===== src/gpe_pkg.sv =====
package gpe_pkg;

   // =========================================================
   // pin map
   localparam int unsigned PIN_COUNT      = 23;
   localparam int unsigned DATA_PIN_COUNT = 20;
   localparam int unsigned CTL_PIN_ONE    = 20;
   localparam int unsigned CTL_PIN_TWO    = 21;
   localparam int unsigned CTL_PIN_THREE  = 22;

   // =========================================================
   // register bus widths and offsets
   localparam int unsigned ADDR_W = 8;
   localparam int unsigned DATA_W = 32;

   localparam logic [7:0] OFS_IRQ_ENABLE   = 8'h00;
   localparam logic [7:0] OFS_IRQ_POLARITY = 8'h04;
   localparam logic [7:0] OFS_IRQ_PENDING  = 8'h08;
   localparam logic [7:0] OFS_IRQ_CLEAR    = 8'h0C;
   localparam logic [7:0] OFS_PORT_STATUS  = 8'h10;

   // =========================================================
   // field positions and reset values
   localparam int unsigned PORT_STATUS_GPIO_BIT = 0;
   localparam logic [31:0] RST_IRQ_ENABLE   = 32'h0000_0000;
   localparam logic [31:0] RST_IRQ_POLARITY = 32'h0000_0000;
   localparam logic [31:0] RST_IRQ_PENDING  = 32'h0000_0000;
   localparam logic        RST_GPIO_FLAG    = 1'b0;
   localparam logic        POL_RISING       = 1'b0;
   localparam logic        DIR_INPUT        = 1'b0;

   // =========================================================
   // register bus request
   typedef struct packed {
      logic              wr;
      logic              rd;
      logic [ADDR_W-1:0] addr;
      logic [DATA_W-1:0] wdata;
   } gpe_bus_req_type;

endpackage


===== src/gpe_pin_edge_irq.sv =====
`timescale 1ns/100ps
// Operation
// RL1 - polarity 0 detects rising edge, polarity 1 detects falling edge
// RL2 - bits 19..0 are data pins, bits 20..22 control pins one to three
// RL3 - bits 31..23 of polarity and pending read zero, writes ignored
// RL4 - polarity bits are read/write and reset to 0 (rising edge)
// RL5 - pending sets only if enabled, function-selected, input, and chosen edge
// RL6 - pending register is read-only, resets to 0, writes change nothing
// RL7 - any pending bit at 1 sets the summary pin flag
// RL8 - writing 1 to the clear alias clears that pending bit; 0 does nothing
// RL9 - clearing all pending bits leaves the summary flag; software clears it
// RL10 - summary flag sets again if cleared while any pending bit remains
// RL11 - pending 1 means outstanding interrupt on the pin, same bit mapping
// RL12 - clear alias is write-only and always reads as zero
// RL13 - enable bits 22..0 are read/write, reset 0, gate pending
// RL14 - edges found by comparing successive clock samples; edge beats clear
module gpe_pin_edge_irq
#(
   parameter int unsigned NUM_PINS = gpe_pkg::PIN_COUNT
)
(
   // clock and reset
   input  wire logic                      clock,
   input  wire logic                      srst,
   // register port
   input  wire gpe_pkg::gpe_bus_req_type  bus_req,
   output logic [gpe_pkg::DATA_W-1:0]     bus_rdata,
   // pins and pin configuration
   input  wire logic [NUM_PINS-1:0]       pin_in,
   input  wire logic [NUM_PINS-1:0]       pin_function_select,
   input  wire logic [NUM_PINS-1:0]       pin_direction,
   // status out
   output logic [NUM_PINS-1:0]            pin_irq_pending,
   output logic                           port_irq_status_gpio
);
   import gpe_pkg::*;

   // =========================================================
   // parameter check
   if (NUM_PINS < 1 || NUM_PINS > DATA_W)
   begin : g_bad_pins
      $error("NUM_PINS must lie between 1 and the data width");
   end

   // =========================================================
   // state
   logic [NUM_PINS-1:0] sync1_q;
   logic [NUM_PINS-1:0] smp_q;
   logic [NUM_PINS-1:0] prv_q;
   logic [NUM_PINS-1:0] en_q;
   logic [NUM_PINS-1:0] en_d;
   logic [NUM_PINS-1:0] pol_q;
   logic [NUM_PINS-1:0] pol_d;
   logic [NUM_PINS-1:0] pend_q;
   logic [NUM_PINS-1:0] pend_d;
   logic                flag_q;
   logic                flag_d;
   logic [DATA_W-1:0]   rdata_q;
   logic [DATA_W-1:0]   rdata_d;
   logic                prv_valid_q;

   // =========================================================
   // address decode
   wire logic hit_en   = bus_req.addr == OFS_IRQ_ENABLE;
   wire logic hit_pol  = bus_req.addr == OFS_IRQ_POLARITY;
   wire logic hit_pend = bus_req.addr == OFS_IRQ_PENDING;
   wire logic hit_clr  = bus_req.addr == OFS_IRQ_CLEAR;
   wire logic hit_stat = bus_req.addr == OFS_PORT_STATUS;

   wire logic wr_en   = bus_req.wr & hit_en;
   wire logic wr_pol  = bus_req.wr & hit_pol;
   wire logic wr_clr  = bus_req.wr & hit_clr;
   wire logic wr_stat = bus_req.wr & hit_stat;
   wire logic wr_pend = bus_req.wr & hit_pend;

   // only the low pin bits are kept; upper write bits fall away
   wire logic [NUM_PINS-1:0] wdata_pins = bus_req.wdata[NUM_PINS-1:0];

   // =========================================================
   // edge detection
   // RL14 sample compare
   wire logic [NUM_PINS-1:0] rise_w = smp_q & ~prv_q & {NUM_PINS{prv_valid_q}};
   wire logic [NUM_PINS-1:0] fall_w = ~smp_q & prv_q & {NUM_PINS{prv_valid_q}};

   // RL1 polarity edge select
   wire logic [NUM_PINS-1:0] sel_fall_w = pol_q ^ {NUM_PINS{POL_RISING}};
   wire logic [NUM_PINS-1:0] edge_w     = (rise_w & ~sel_fall_w) | (fall_w & sel_fall_w);

   // RL5 pin qualification
   wire logic [NUM_PINS-1:0] is_input_w = ~(pin_direction ^ {NUM_PINS{DIR_INPUT}});
   // RL13 enable gating
   wire logic [NUM_PINS-1:0] qual_w  = en_q & pin_function_select & is_input_w;
   wire logic [NUM_PINS-1:0] event_w = edge_w & qual_w;

   // RL8 write-one clear mask
   wire logic [NUM_PINS-1:0] clr_w = wdata_pins & {NUM_PINS{wr_clr}};

   wire logic flag_clr_w = wr_stat & bus_req.wdata[PORT_STATUS_GPIO_BIT];

   // =========================================================
   // next state
   // RL4 polarity storage
   assign pol_d = wr_pol ? wdata_pins : pol_q;
   // RL13 enable storage
   assign en_d = wr_en ? wdata_pins : en_q;
   // RL6 no direct write path
   // RL14 edge wins over clear
   assign pend_d = (pend_q & ~clr_w) | event_w;
   // RL7 pending sets flag
   // RL9 flag sticky
   // RL10 flag sets again
   assign flag_d = (flag_q & ~flag_clr_w) | (|pend_q) | (|event_w);

   // RL3 reserved bits zero
   // RL11 pending readback
   // RL12 clear alias reads zero
   assign rdata_d = !bus_req.rd ? '0 :
                    hit_en      ? DATA_W'(en_q) :
                    hit_pol     ? DATA_W'(pol_q) :
                    hit_pend    ? DATA_W'(pend_q) :
                    hit_stat    ? (DATA_W'(flag_q) << PORT_STATUS_GPIO_BIT) :
                    '0;

   // =========================================================
   // pin synchroniser
   // RL2 bit n follows pin n
   always_ff @(posedge clock)
   begin
      sync1_q <= pin_in;
      smp_q   <= sync1_q;
      prv_q   <= smp_q;
   end

   // =========================================================
   // registers
   always_ff @(posedge clock)
   begin
      if (srst)
      begin
         en_q        <= NUM_PINS'(RST_IRQ_ENABLE);
         pol_q       <= NUM_PINS'(RST_IRQ_POLARITY);
         pend_q      <= NUM_PINS'(RST_IRQ_PENDING);
         flag_q      <= RST_GPIO_FLAG;
         rdata_q     <= '0;
         prv_valid_q <= 1'b0;
      end
      else
      begin
         en_q        <= en_d;
         pol_q       <= pol_d;
         pend_q      <= pend_d;
         flag_q      <= flag_d;
         rdata_q     <= rdata_d;
         prv_valid_q <= 1'b1;
      end
   end

   assign bus_rdata            = rdata_q;
   assign pin_irq_pending      = pend_q;
   assign port_irq_status_gpio = flag_q;
endmodule


===== config.mk =====
export PLATFORM = sky130hd
export DESIGN_NAME = gpe_pin_edge_irq
export DESIGN_NICKNAME = d
export VERILOG_FILES = /design/src/gpe_pkg.sv /design/src/gpe_pin_edge_irq.sv
export SDC_FILE = /design/constraint.sdc
export NUM_CORES = 1
export LEC_CHECK = 0
export ABC_AREA = 1
export BUFFER_PORTS_ARGS = -buffer_cell sky130_fd_sc_hd__buf_2
export CAP_MARGIN = 40
export CORE_MARGIN = 4
export CORE_UTILIZATION = 51
export DETAILED_ROUTE_END_ITERATION = 8
export PLACE_DENSITY = 0.9
export SLEW_MARGIN = 5
export SYNTH_ARGS = -nofsm -noshare
export SYNTH_HDL_FRONTEND = slang
export SYNTH_SLANG_ARGS = --single-unit

===== constraint.sdc =====
create_clock -name clock -period 1.7 [get_ports clock]
set_clock_uncertainty 0.05 [all_clocks]
set_input_delay 0.34 -clock clock [delete_from_list [all_inputs] [get_ports clock]]
set_output_delay 0.34 -clock clock [all_outputs]
set_load 0.01 [all_outputs]

## Yosys cells after proc, flatten, opt, wreduce, memory -nomap -nowiden

Cells that the tools add are included.

- Memory bits (writable): 0
- Memories kept: 0
- Output and inout bits: 56
- Bits in read-only memories: 0
- Input port bits: 113
- Latch bits: 0
- Register bits: 172

- Divide/modulo/power cells: 0
- Reductions and logical operators: 5
- Bitwise gates (word level): 28
- $lt $le $gt $ge: 0
- Multipliers: 0
- Shift operators: 0
- $add $sub $neg: 0
- Mux-type cells: 5
- Equality and inequality tests: 4

Operators with widths:

| cell | count |
|---|---|
| $and 23x23->23 | 11 |
| $not 23->23 | 5 |
| $mux 23 | 3 |
| $or 23x23->23 | 2 |
| $reduce_or 23->1 | 2 |
| $eq 8x4->1 const B | 2 |
| $eq 8x3->1 const B | 1 |
| $eq 8x5->1 const B | 1 |
| $logic_not 8->1 | 1 |
| $and 1x1->1 | 6 |
| $reduce_or 5->1 | 1 |
| $mux 1 | 2 |
| $not 1->1 | 2 |
| $or 1x1->1 | 2 |
| $reduce_or 2->1 | 1 |

## Logic depth before layout (Yosys ltp)

Gate-level depths: netlist of run 1.

- Depth in word-level cells: 8
- Gate-level depth with buffers: 10
- Gate-level depth less buffers: 10

## Worst setup path after synthesis of run 1

No wires, ideal clock.

- Path kind: input-to-reg
- From: in bus_req[32] in the netlist's numbering
- To: reg en_q[10]
- Setup time: 0.086 ns
- Buffers on the path: 1
- Stages: 8
- Data arrival time: 1.348 ns
- Path slack: 0.216 ns
- Cells stage by stage: inv_1 nand2_1 nor3_2 nand2_2 nor2_4 buf_2 nor2_1 a211oi_1

- Word-level cells in the longest chain between the ends: 2

Ends and longest elaborated chain:

| what | line | RTL |
|---|---|---|
| from (decl) | gpe_pin_edge_irq.sv:26 | `input wire gpe_pkg::gpe_bus_req_type bus_req,` |
| $logic_not 8->1 | gpe_pin_edge_irq.sv:64 | `wire logic hit_en = bus_req.addr == OFS_IRQ_ENABLE;` |
| $and 1x1->1 | gpe_pin_edge_irq.sv:70 | `wire logic wr_en = bus_req.wr & hit_en;` |
| to (signal assigned) | gpe_pin_edge_irq.sv:140 | `en_q <= NUM_PINS'(RST_IRQ_ENABLE);` |
| to (signal assigned) | gpe_pin_edge_irq.sv:149 | `en_q <= en_d;` |
| to (decl) | gpe_pin_edge_irq.sv:50 | `logic [NUM_PINS-1:0] en_q;` |

Every way passes these cells.
A chain may end at the register's enable or synchronous reset.

## Worst setup path after layout of run 1

- From: reg prv_valid_q
- To: reg flag_q (netlist: port_irq_status_gpio)

- Word-level cells in the longest chain between the ends: 6

Ends and longest elaborated chain:

| what | line | RTL |
|---|---|---|
| from (decl) | gpe_pin_edge_irq.sv:60 | `logic prv_valid_q;` |
| from (signal assigned) | gpe_pin_edge_irq.sv:145 | `prv_valid_q <= 1'b0;` |
| from (signal assigned) | gpe_pin_edge_irq.sv:154 | `prv_valid_q <= 1'b1;` |
| $and 23x23->23 (on tied branches) | gpe_pin_edge_irq.sv:82, gpe_pin_edge_irq.sv:83 |  |
| $and 23x23->23 | gpe_pin_edge_irq.sv:87 | `wire logic [NUM_PINS-1:0] edge_w = (rise_w & ~sel_fall_w) \| (fall_w & sel_fall_w);` |
| $or 23x23->23 * | gpe_pin_edge_irq.sv:87 |  |
| $and 23x23->23 * | gpe_pin_edge_irq.sv:93 | `wire logic [NUM_PINS-1:0] event_w = edge_w & qual_w;` |
| $reduce_or 23->1 * | gpe_pin_edge_irq.sv:112 | `assign flag_d = (flag_q & ~flag_clr_w) \| (\|pend_q) \| (\|event_w);` |
| $or 1x1->1 * | gpe_pin_edge_irq.sv:112 |  |
| to (signal assigned) | gpe_pin_edge_irq.sv:152 | `flag_q <= flag_d;` |
| to (decl) | gpe_pin_edge_irq.sv:56 | `logic flag_q;` |

Every way passes the cells marked *; elsewhere a longest branch is shown, timed or not.

==> results of run 1 <==
-- timing repair --
action	CTS	global route
endpoints found under the hold margin	23	0
buffers inserted	0	0
hold buffers	23	0
-- power by group through the flow --
stage | Sequential [mW] | Combinational [mW] | Clock (mW)
floorplan | 4.03 | 0.165 | 0
global placement | 4.03 | 0.320 | 0
detailed placement | 4.04 | 0.330 | 0
CTS | 3.96 | 0.372 | 3.73
global route | 3.96 | 0.424 | 3.91
finish | 3.96 | 0.377 | 3.69
-- cell usage in the layout, fill, tap and decap left out, drive strengths merged, types with 2 or more instances in the layout --
master	count
buf	175
dfxtp	163
nand2	146
nor2	104
inv	80
a21oi	71
o21ai	48
a211oi	44
dlygate4sd3	23
clkbuf	22
nand3	19
nor3	16
conb	9
nand3b	7
clkinv	5
nand4	3
bufinv	2
-- critical path, cell delays in order (launching register included) --
cell and delay (ns):
dfxtp_1 0.38, buf_4 0.18, nand2_1 0.08, nor3_1 0.17
nand2_1 0.09, nand2_1 0.10, nor2_1 0.05, nand2_1 0.09
nor2_1 0.05, a21oi_1 0.12
-- per-stage QoR --
| step | power [mW] | setup slack [ns] | hold slack (ns) | instances | util, % |
|---|---|---|---|---|---|
| 2_1_floorplan | 4.19 | 0.216 | 0.260 | 751 | - |
| 3_3_place_gp | 4.36 | -0.0336 | 0.260 | 1030 | 61.0 |
| 3_5_place_dp | 4.37 | -0.128 | 0.262 | 1030 | 61.0 |
| 4_1_cts | 8.06 | 0.261 | 0.147 | 1084 | 68.0 |
| 5_1_grt | 8.30 | 0.0997 | 0.158 | 1084 | 68.0 |
| 6_report | 8.02 | 0.262 | 0.154 | 1084 | 68.0 |
-- cell type report --
class,instances,area (um^2)
multi-input combinational,470,2220
sequential,163,3260
timing repair buffer,198,1240
fill,915,3650
clock inverter,9,105
inverter,79,297
tap,143,179
clock buffer,22,464
-- registers in the layout (all words and copies together) (netlist names) --
signal / cells
pol_q: 23
port_irq_status_gpio: 1
smp_q: 23
sync1_q: 23
pin_irq_pending: 23
prv_q: 23
bus_rdata: 23
en_q: 23
prv_valid_q: 1
-- layer usage --
layer  track usage (%)  wire length (um)  vias up
met5                 0                 0        -
met1              29.2              6440     2447
li1                  -                 -     2777
met3              5.80              1090       47
met2              40.3              7680      226
met4              11.6               452        0
-- worst min path at each step --
stage	cells past startpoint	end	slack, ns
final	4	pin_irq_pending[17]	0.15
after global routing	3	pol_q[8]	0.16
after CTS	3	en_q[11]	0.15
after detailed placement	0	smp_q[6]	0.26
after global placement	0	smp_q[12]	0.26
after floorplan	0	smp_q[0]	0.26
-- cell families after synthesis --
logic type / after synthesis / share of synthesized area, %
compound gates: 164 / 15.8
buf+inv: 118 / 8.30
flops: 163 / 55.1
other cells: 1 / 0.0633
simple gates: 297 / 20.8
==> flow_summary.json, run 1 <==
{
  "yosysSeqAreaShare_pct": 55.1,
  "grt_antenna_before_repair": 0,
  "die_width_um": 116,
  "period_share_pct": 84.6,
  "ctsLongestPathBuffers": 2,
  "rows": 39,
  "synth_warnings": 0,
  "synth-seq-cells": 163,
  "design_area_um2": 7770,
  "yosysMostFrequentCell": "dfxtp_1",
  "dp_hpwl_um": 11000,
  "core_area_um2": 11400,
  "grt-ovfl-total": 0,
  "yosysUniqueCellTypes": 24,
  "io_buffers": 150,
  "setup.worst_path.class": "flop to flop",
  "tns_ns": 0,
  "gp_congestion": 0.833,
  "worstReg2RegEnd": "port_irq_status_gpio",
  "yosysTopAreaCellShare_pct": 55.1,
  "outcome": "complete, no violations",
  "ctsResizeCount": 0,
  "antenna_cells": 0,
  "fin_crit_ns": 1.44,
  "hold_path_class": "input pin to flop",
  "ys_async_sr_fraction_pct": 0,
  "synth_common_cells": "163 x dfxtp_1, 145 x nand2_1, 102 x nor2_1",
  "via_per_inst": 5.07,
  "final_hold_viol_count": 0,
  "vias": 5497,
  "placed_area_um2": 6970,
  "power_switching_mw": 1.70,
  "worstPathRequired_ns": 2.00,
  "rr_startpoint": "prv_valid_q",
  "intPower_mw": 6.32,
  "dr.pass1.iters": 5,
  "fmax_ghz": 0.696,
  "wire_per_inst_um": 14.4,
  "drc_errors": 0,
  "final_max_slew_viol_count": 0,
  "rrSetupSlack_ns": 0.26,
  "area_growth_pct": 31.1,
  "vdd_drop_max_v": 0.00157,
  "avgSynthCellArea_um2": 7.98,
  "boundaryPins": 169,
  "crit_path_end_kind": "flop",
  "critPathCapture": "port_irq_status_gpio",
  "grt_pass1_vias": 5374,
  "start_kind": "flop",
  "synth.area.top_cells": "dfxtp_1 55%, nand2_1 9.2%, nor2_1 6.5%",
  "cts_tree": "yes",
  "clkSlewWorstSetupHoldPaths_ns": 0.06,
  "cts-root-buf": "clkbuf_16",
  "p_comb_share_pct": 4.7,
  "numCtsBuffers": 17,
  "insertion_delay_ns": 0.42,
  "ys.flop_type": "dfxtp_1",
  "cts.sinks": 163,
  "start_util_pct": 51.9,
  "netlist_area_um2": 5930,
  "p_seq_share_pct": 49.3,
  "power_density_nw_per_um2": 1030,
  "totalWireLength_um": 15700,
  "swShare_pct": 21.2,
  "drt-initial-drc-count": 357,
  "synth_edf_count": 0,
  "setup_viol": 0,
  "worst-endpoint-arrival_ns": 1.74,
  "synth_area_leader_cell": "dfxtp_1",
  "crit_fanout": 7,
  "reg2reg_depth": 9,
  "antenna_left": 0,
  "clkPwrFrac_pct": 46.0,
  "rsz0062_at_grt": "false",
  "cap_violations": 0,
  "cellLeakagePower_nw": 3.63,
  "synthCells": 743,
  "h-tree-depth": 4,
  "grt_pass1_wl_um": 25200,
  "startpoint": "prv_valid_q",
  "drive_gt1_share_pct": 22.5,
  "final_net_count": 1042,
  "grt_start_max_net_pins": 70,
  "die_area_um2": 13400,
  "die_h_um": 116,
  "hp-start": "pin_direction[17]",
  "grt_use_total_pct": 24.1
}
(Power assumes the default switching activity.)
==> run 2: changes to the inputs <==
- CORE_UTILIZATION: 51 -> 46
- PLACE_DENSITY: 0.9 -> 0.86
- clock period: 1.7 -> 1.2 ns (I/O delays scaled with it)
==> run 2 against run 1 <==
  * Worst setup slack got worse by 0.52 ns
  * The flow now finishes with violations (negative setup slack)
  * Wire length is 18% higher
  * Sequential cell count unchanged
  * Cell area increased by 14%
  * Register-to-register slack worse by 0.52 ns
  * Sequential share of layout area shrank 4.5 points
  * Final cell count grew 9.9%
  * Non-clock buffer count grew 77
  * Highest routed layer unchanged
==> flow_summary.json, run 2 (synthesis gave the netlist of run 1 again) <==
{
  "start_kind": "flop",
  "drc_errors": 0,
  "hp-start": "pin_direction[18]",
  "fin_crit_ns": 1.46,
  "start_util_pct": 47.0,
  "fillers": 955,
  "whs_ns": 0.0533,
  "setup_viol": 30,
  "insertion_delay_ns": 0.42,
  "dr.pass1.iters": 8,
  "die_area_um2": 14800,
  "drt-initial-drc-count": 564,
  "cts.sinks": 163,
  "p_seq_share_pct": 51.1,
  "layout_common_cells": "135 x nand2_1, 135 x dfxtp_1, 127 x buf_2",
  "crit_fanout": 7,
  "die_width_um": 122,
  "grt_pass1_vias": 6125,
  "setup_slack_ns": -0.256,
  "power_switching_mw": 2.48,
  "grt_start_max_net_pins": 70,
  "period_share_pct": 121,
  "cts-root-buf": "clkbuf_16",
  "violations": "negative setup slack",
  "p_comb_share_pct": 5.5,
  "via_per_inst": 5.16,
  "final_hold_viol_count": 0,
  "wire_per_inst_um": 15.6,
  "drive_gt1_share_pct": 34.8,
  "core_area_um2": 12600,
  "swShare_pct": 22.6,
  "cap_violations": 0,
  "vdd_drop_max_v": 0.000830,
  "grt-ovfl-total": 0,
  "crit_path_end_kind": "flop",
  "clkPwrFrac_pct": 43.4,
  "power_density_nw_per_um2": 1240,
  "numCtsBuffers": 17,
  "worst-endpoint-arrival_ns": 1.70,
  "final_max_slew_viol_count": 0,
  "dp_slack_ns": -0.482,
  "cts_tree": "yes",
  "boundaryPins": 169,
  "fmax_ghz": 0.687,
  "dp_hpwl_um": 11600,
  "die_h_um": 122,
  "rows": 41,
  "rsz0062_at_grt": "true",
  "hold_path_class": "input pin to flop",
  "totalWireLength_um": 18500,
  "gp_congestion": 0.891,
  "h-tree-depth": 4,
  "startpoint": "prv_valid_q",
  "final_net_count": 1119,
  "grt_use_total_pct": 24.2,
  "grt_pass1_wl_um": 28200,
  "cellLeakagePower_nw": 4.14,
  "worstPathRequired_ns": 1.45,
  "setup.worst_path.class": "flop to flop",
  "intPower_mw": 8.50,
  "post-route-util_pct": 69.9,
  "outcome": "finished with violations",
  "clkSlewWorstSetupHoldPaths_ns": 0.06,
  "vias": 6142,
  "area_growth_pct": 48.8,
  "rr_startpoint": "prv_valid_q",
  "io_buffers": 150,
  "ctsLongestPathBuffers": 2,
  "antenna_left": 0,
  "grt_antenna_before_repair": 1
}
[run 2: cell count changes in the layout (fill, tap and decap cells not counted), moves of 5 or more]
cell and change:
nor3_2 +6, dfxtp_1 -28, buf_6 +39, nor3_1 -9, dfxtp_2 +25, buf_2 -23, nand2_1 -10, nand2_2 +6
buf_4 +55, nor2_2 +5, inv_1 -5, nor2_1 -8
[run 2: worst max-delay path: stages, from the launching register on]
cell	delay, ns
dfxtp_4	0.37
buf_8	0.15
buf_12	0.13
nand2_4	0.06
nor2_2	0.04
nand2_2	0.07
nand2_1	0.05
nor2_1	0.11
nand2_1	0.09
nor2_2	0.14
a21oi_2	0.06
[run 2: power groups by stage]
stage | Sequential, mW | Combinational (mW) | Clock [mW]
final | 5.61 | 0.606 | 4.76
after global routing | 5.62 | 0.668 | 5.04
after CTS | 5.61 | 0.569 | 4.81
after detailed placement | 5.73 | 0.500 | 0
after global placement | 5.72 | 0.486 | 0
after floorplan | 5.71 | 0.242 | 0
[run 2: timing repair]
action | CTS | global route
pin swaps | 15 | 20
resized for setup | 75 | 51
hold buffers | 23 | 0
setup buffers | 23 | 11
cloned | 2 | 2
hold endpoints to repair | 23 | 0
endpoints found under the setup margin | 55 | 69
[run 2: stage by stage]
stage,power (mW),cell area [um^2],std cells,setup TNS [ns]
floorplan,5.95,6030,751,-8.10
global placement,6.21,7370,1102,-27.96
detailed placement,6.23,7370,1102,-31.12
CTS,11.0,8510,1177,-1.62
global route,11.3,8820,1191,-4.41
finish,11.0,8820,1191,-2.13
[run 2: final timing paths]
kind | endpoint | slack (ns) | depth (start not counted)
max reg2reg | port_irq_status_gpio | -0.26 | 10
max | port_irq_status_gpio | -0.26 | 10
min | pin_irq_pending[18] | 0.05 | 4
min reg2reg | smp_q[2] | 0.27 | 0
[run 2: routing by layer]
metal	GRT usage, %	vias up	wire length [um]
li1	-	2934	-
met1	28.1	2821	7190
met2	41.2	332	9130
met3	6.71	55	1720
met4	11.5	0	494
met5	0	-	0
[run 2: layout make-up]
class,count,area [um^2],area share (%)
Inverter,79,299,3.39
Clock buffer,22,454,5.15
Multi-Input combinational cell,470,2380,27.0
Antenna cell,1,2.50,0.0284
Tap cell,172,215,2.44
Clock inverter,9,60.1,0.681
Sequential cell,163,3310,37.5
Timing Repair Buffer,275,2100,23.8
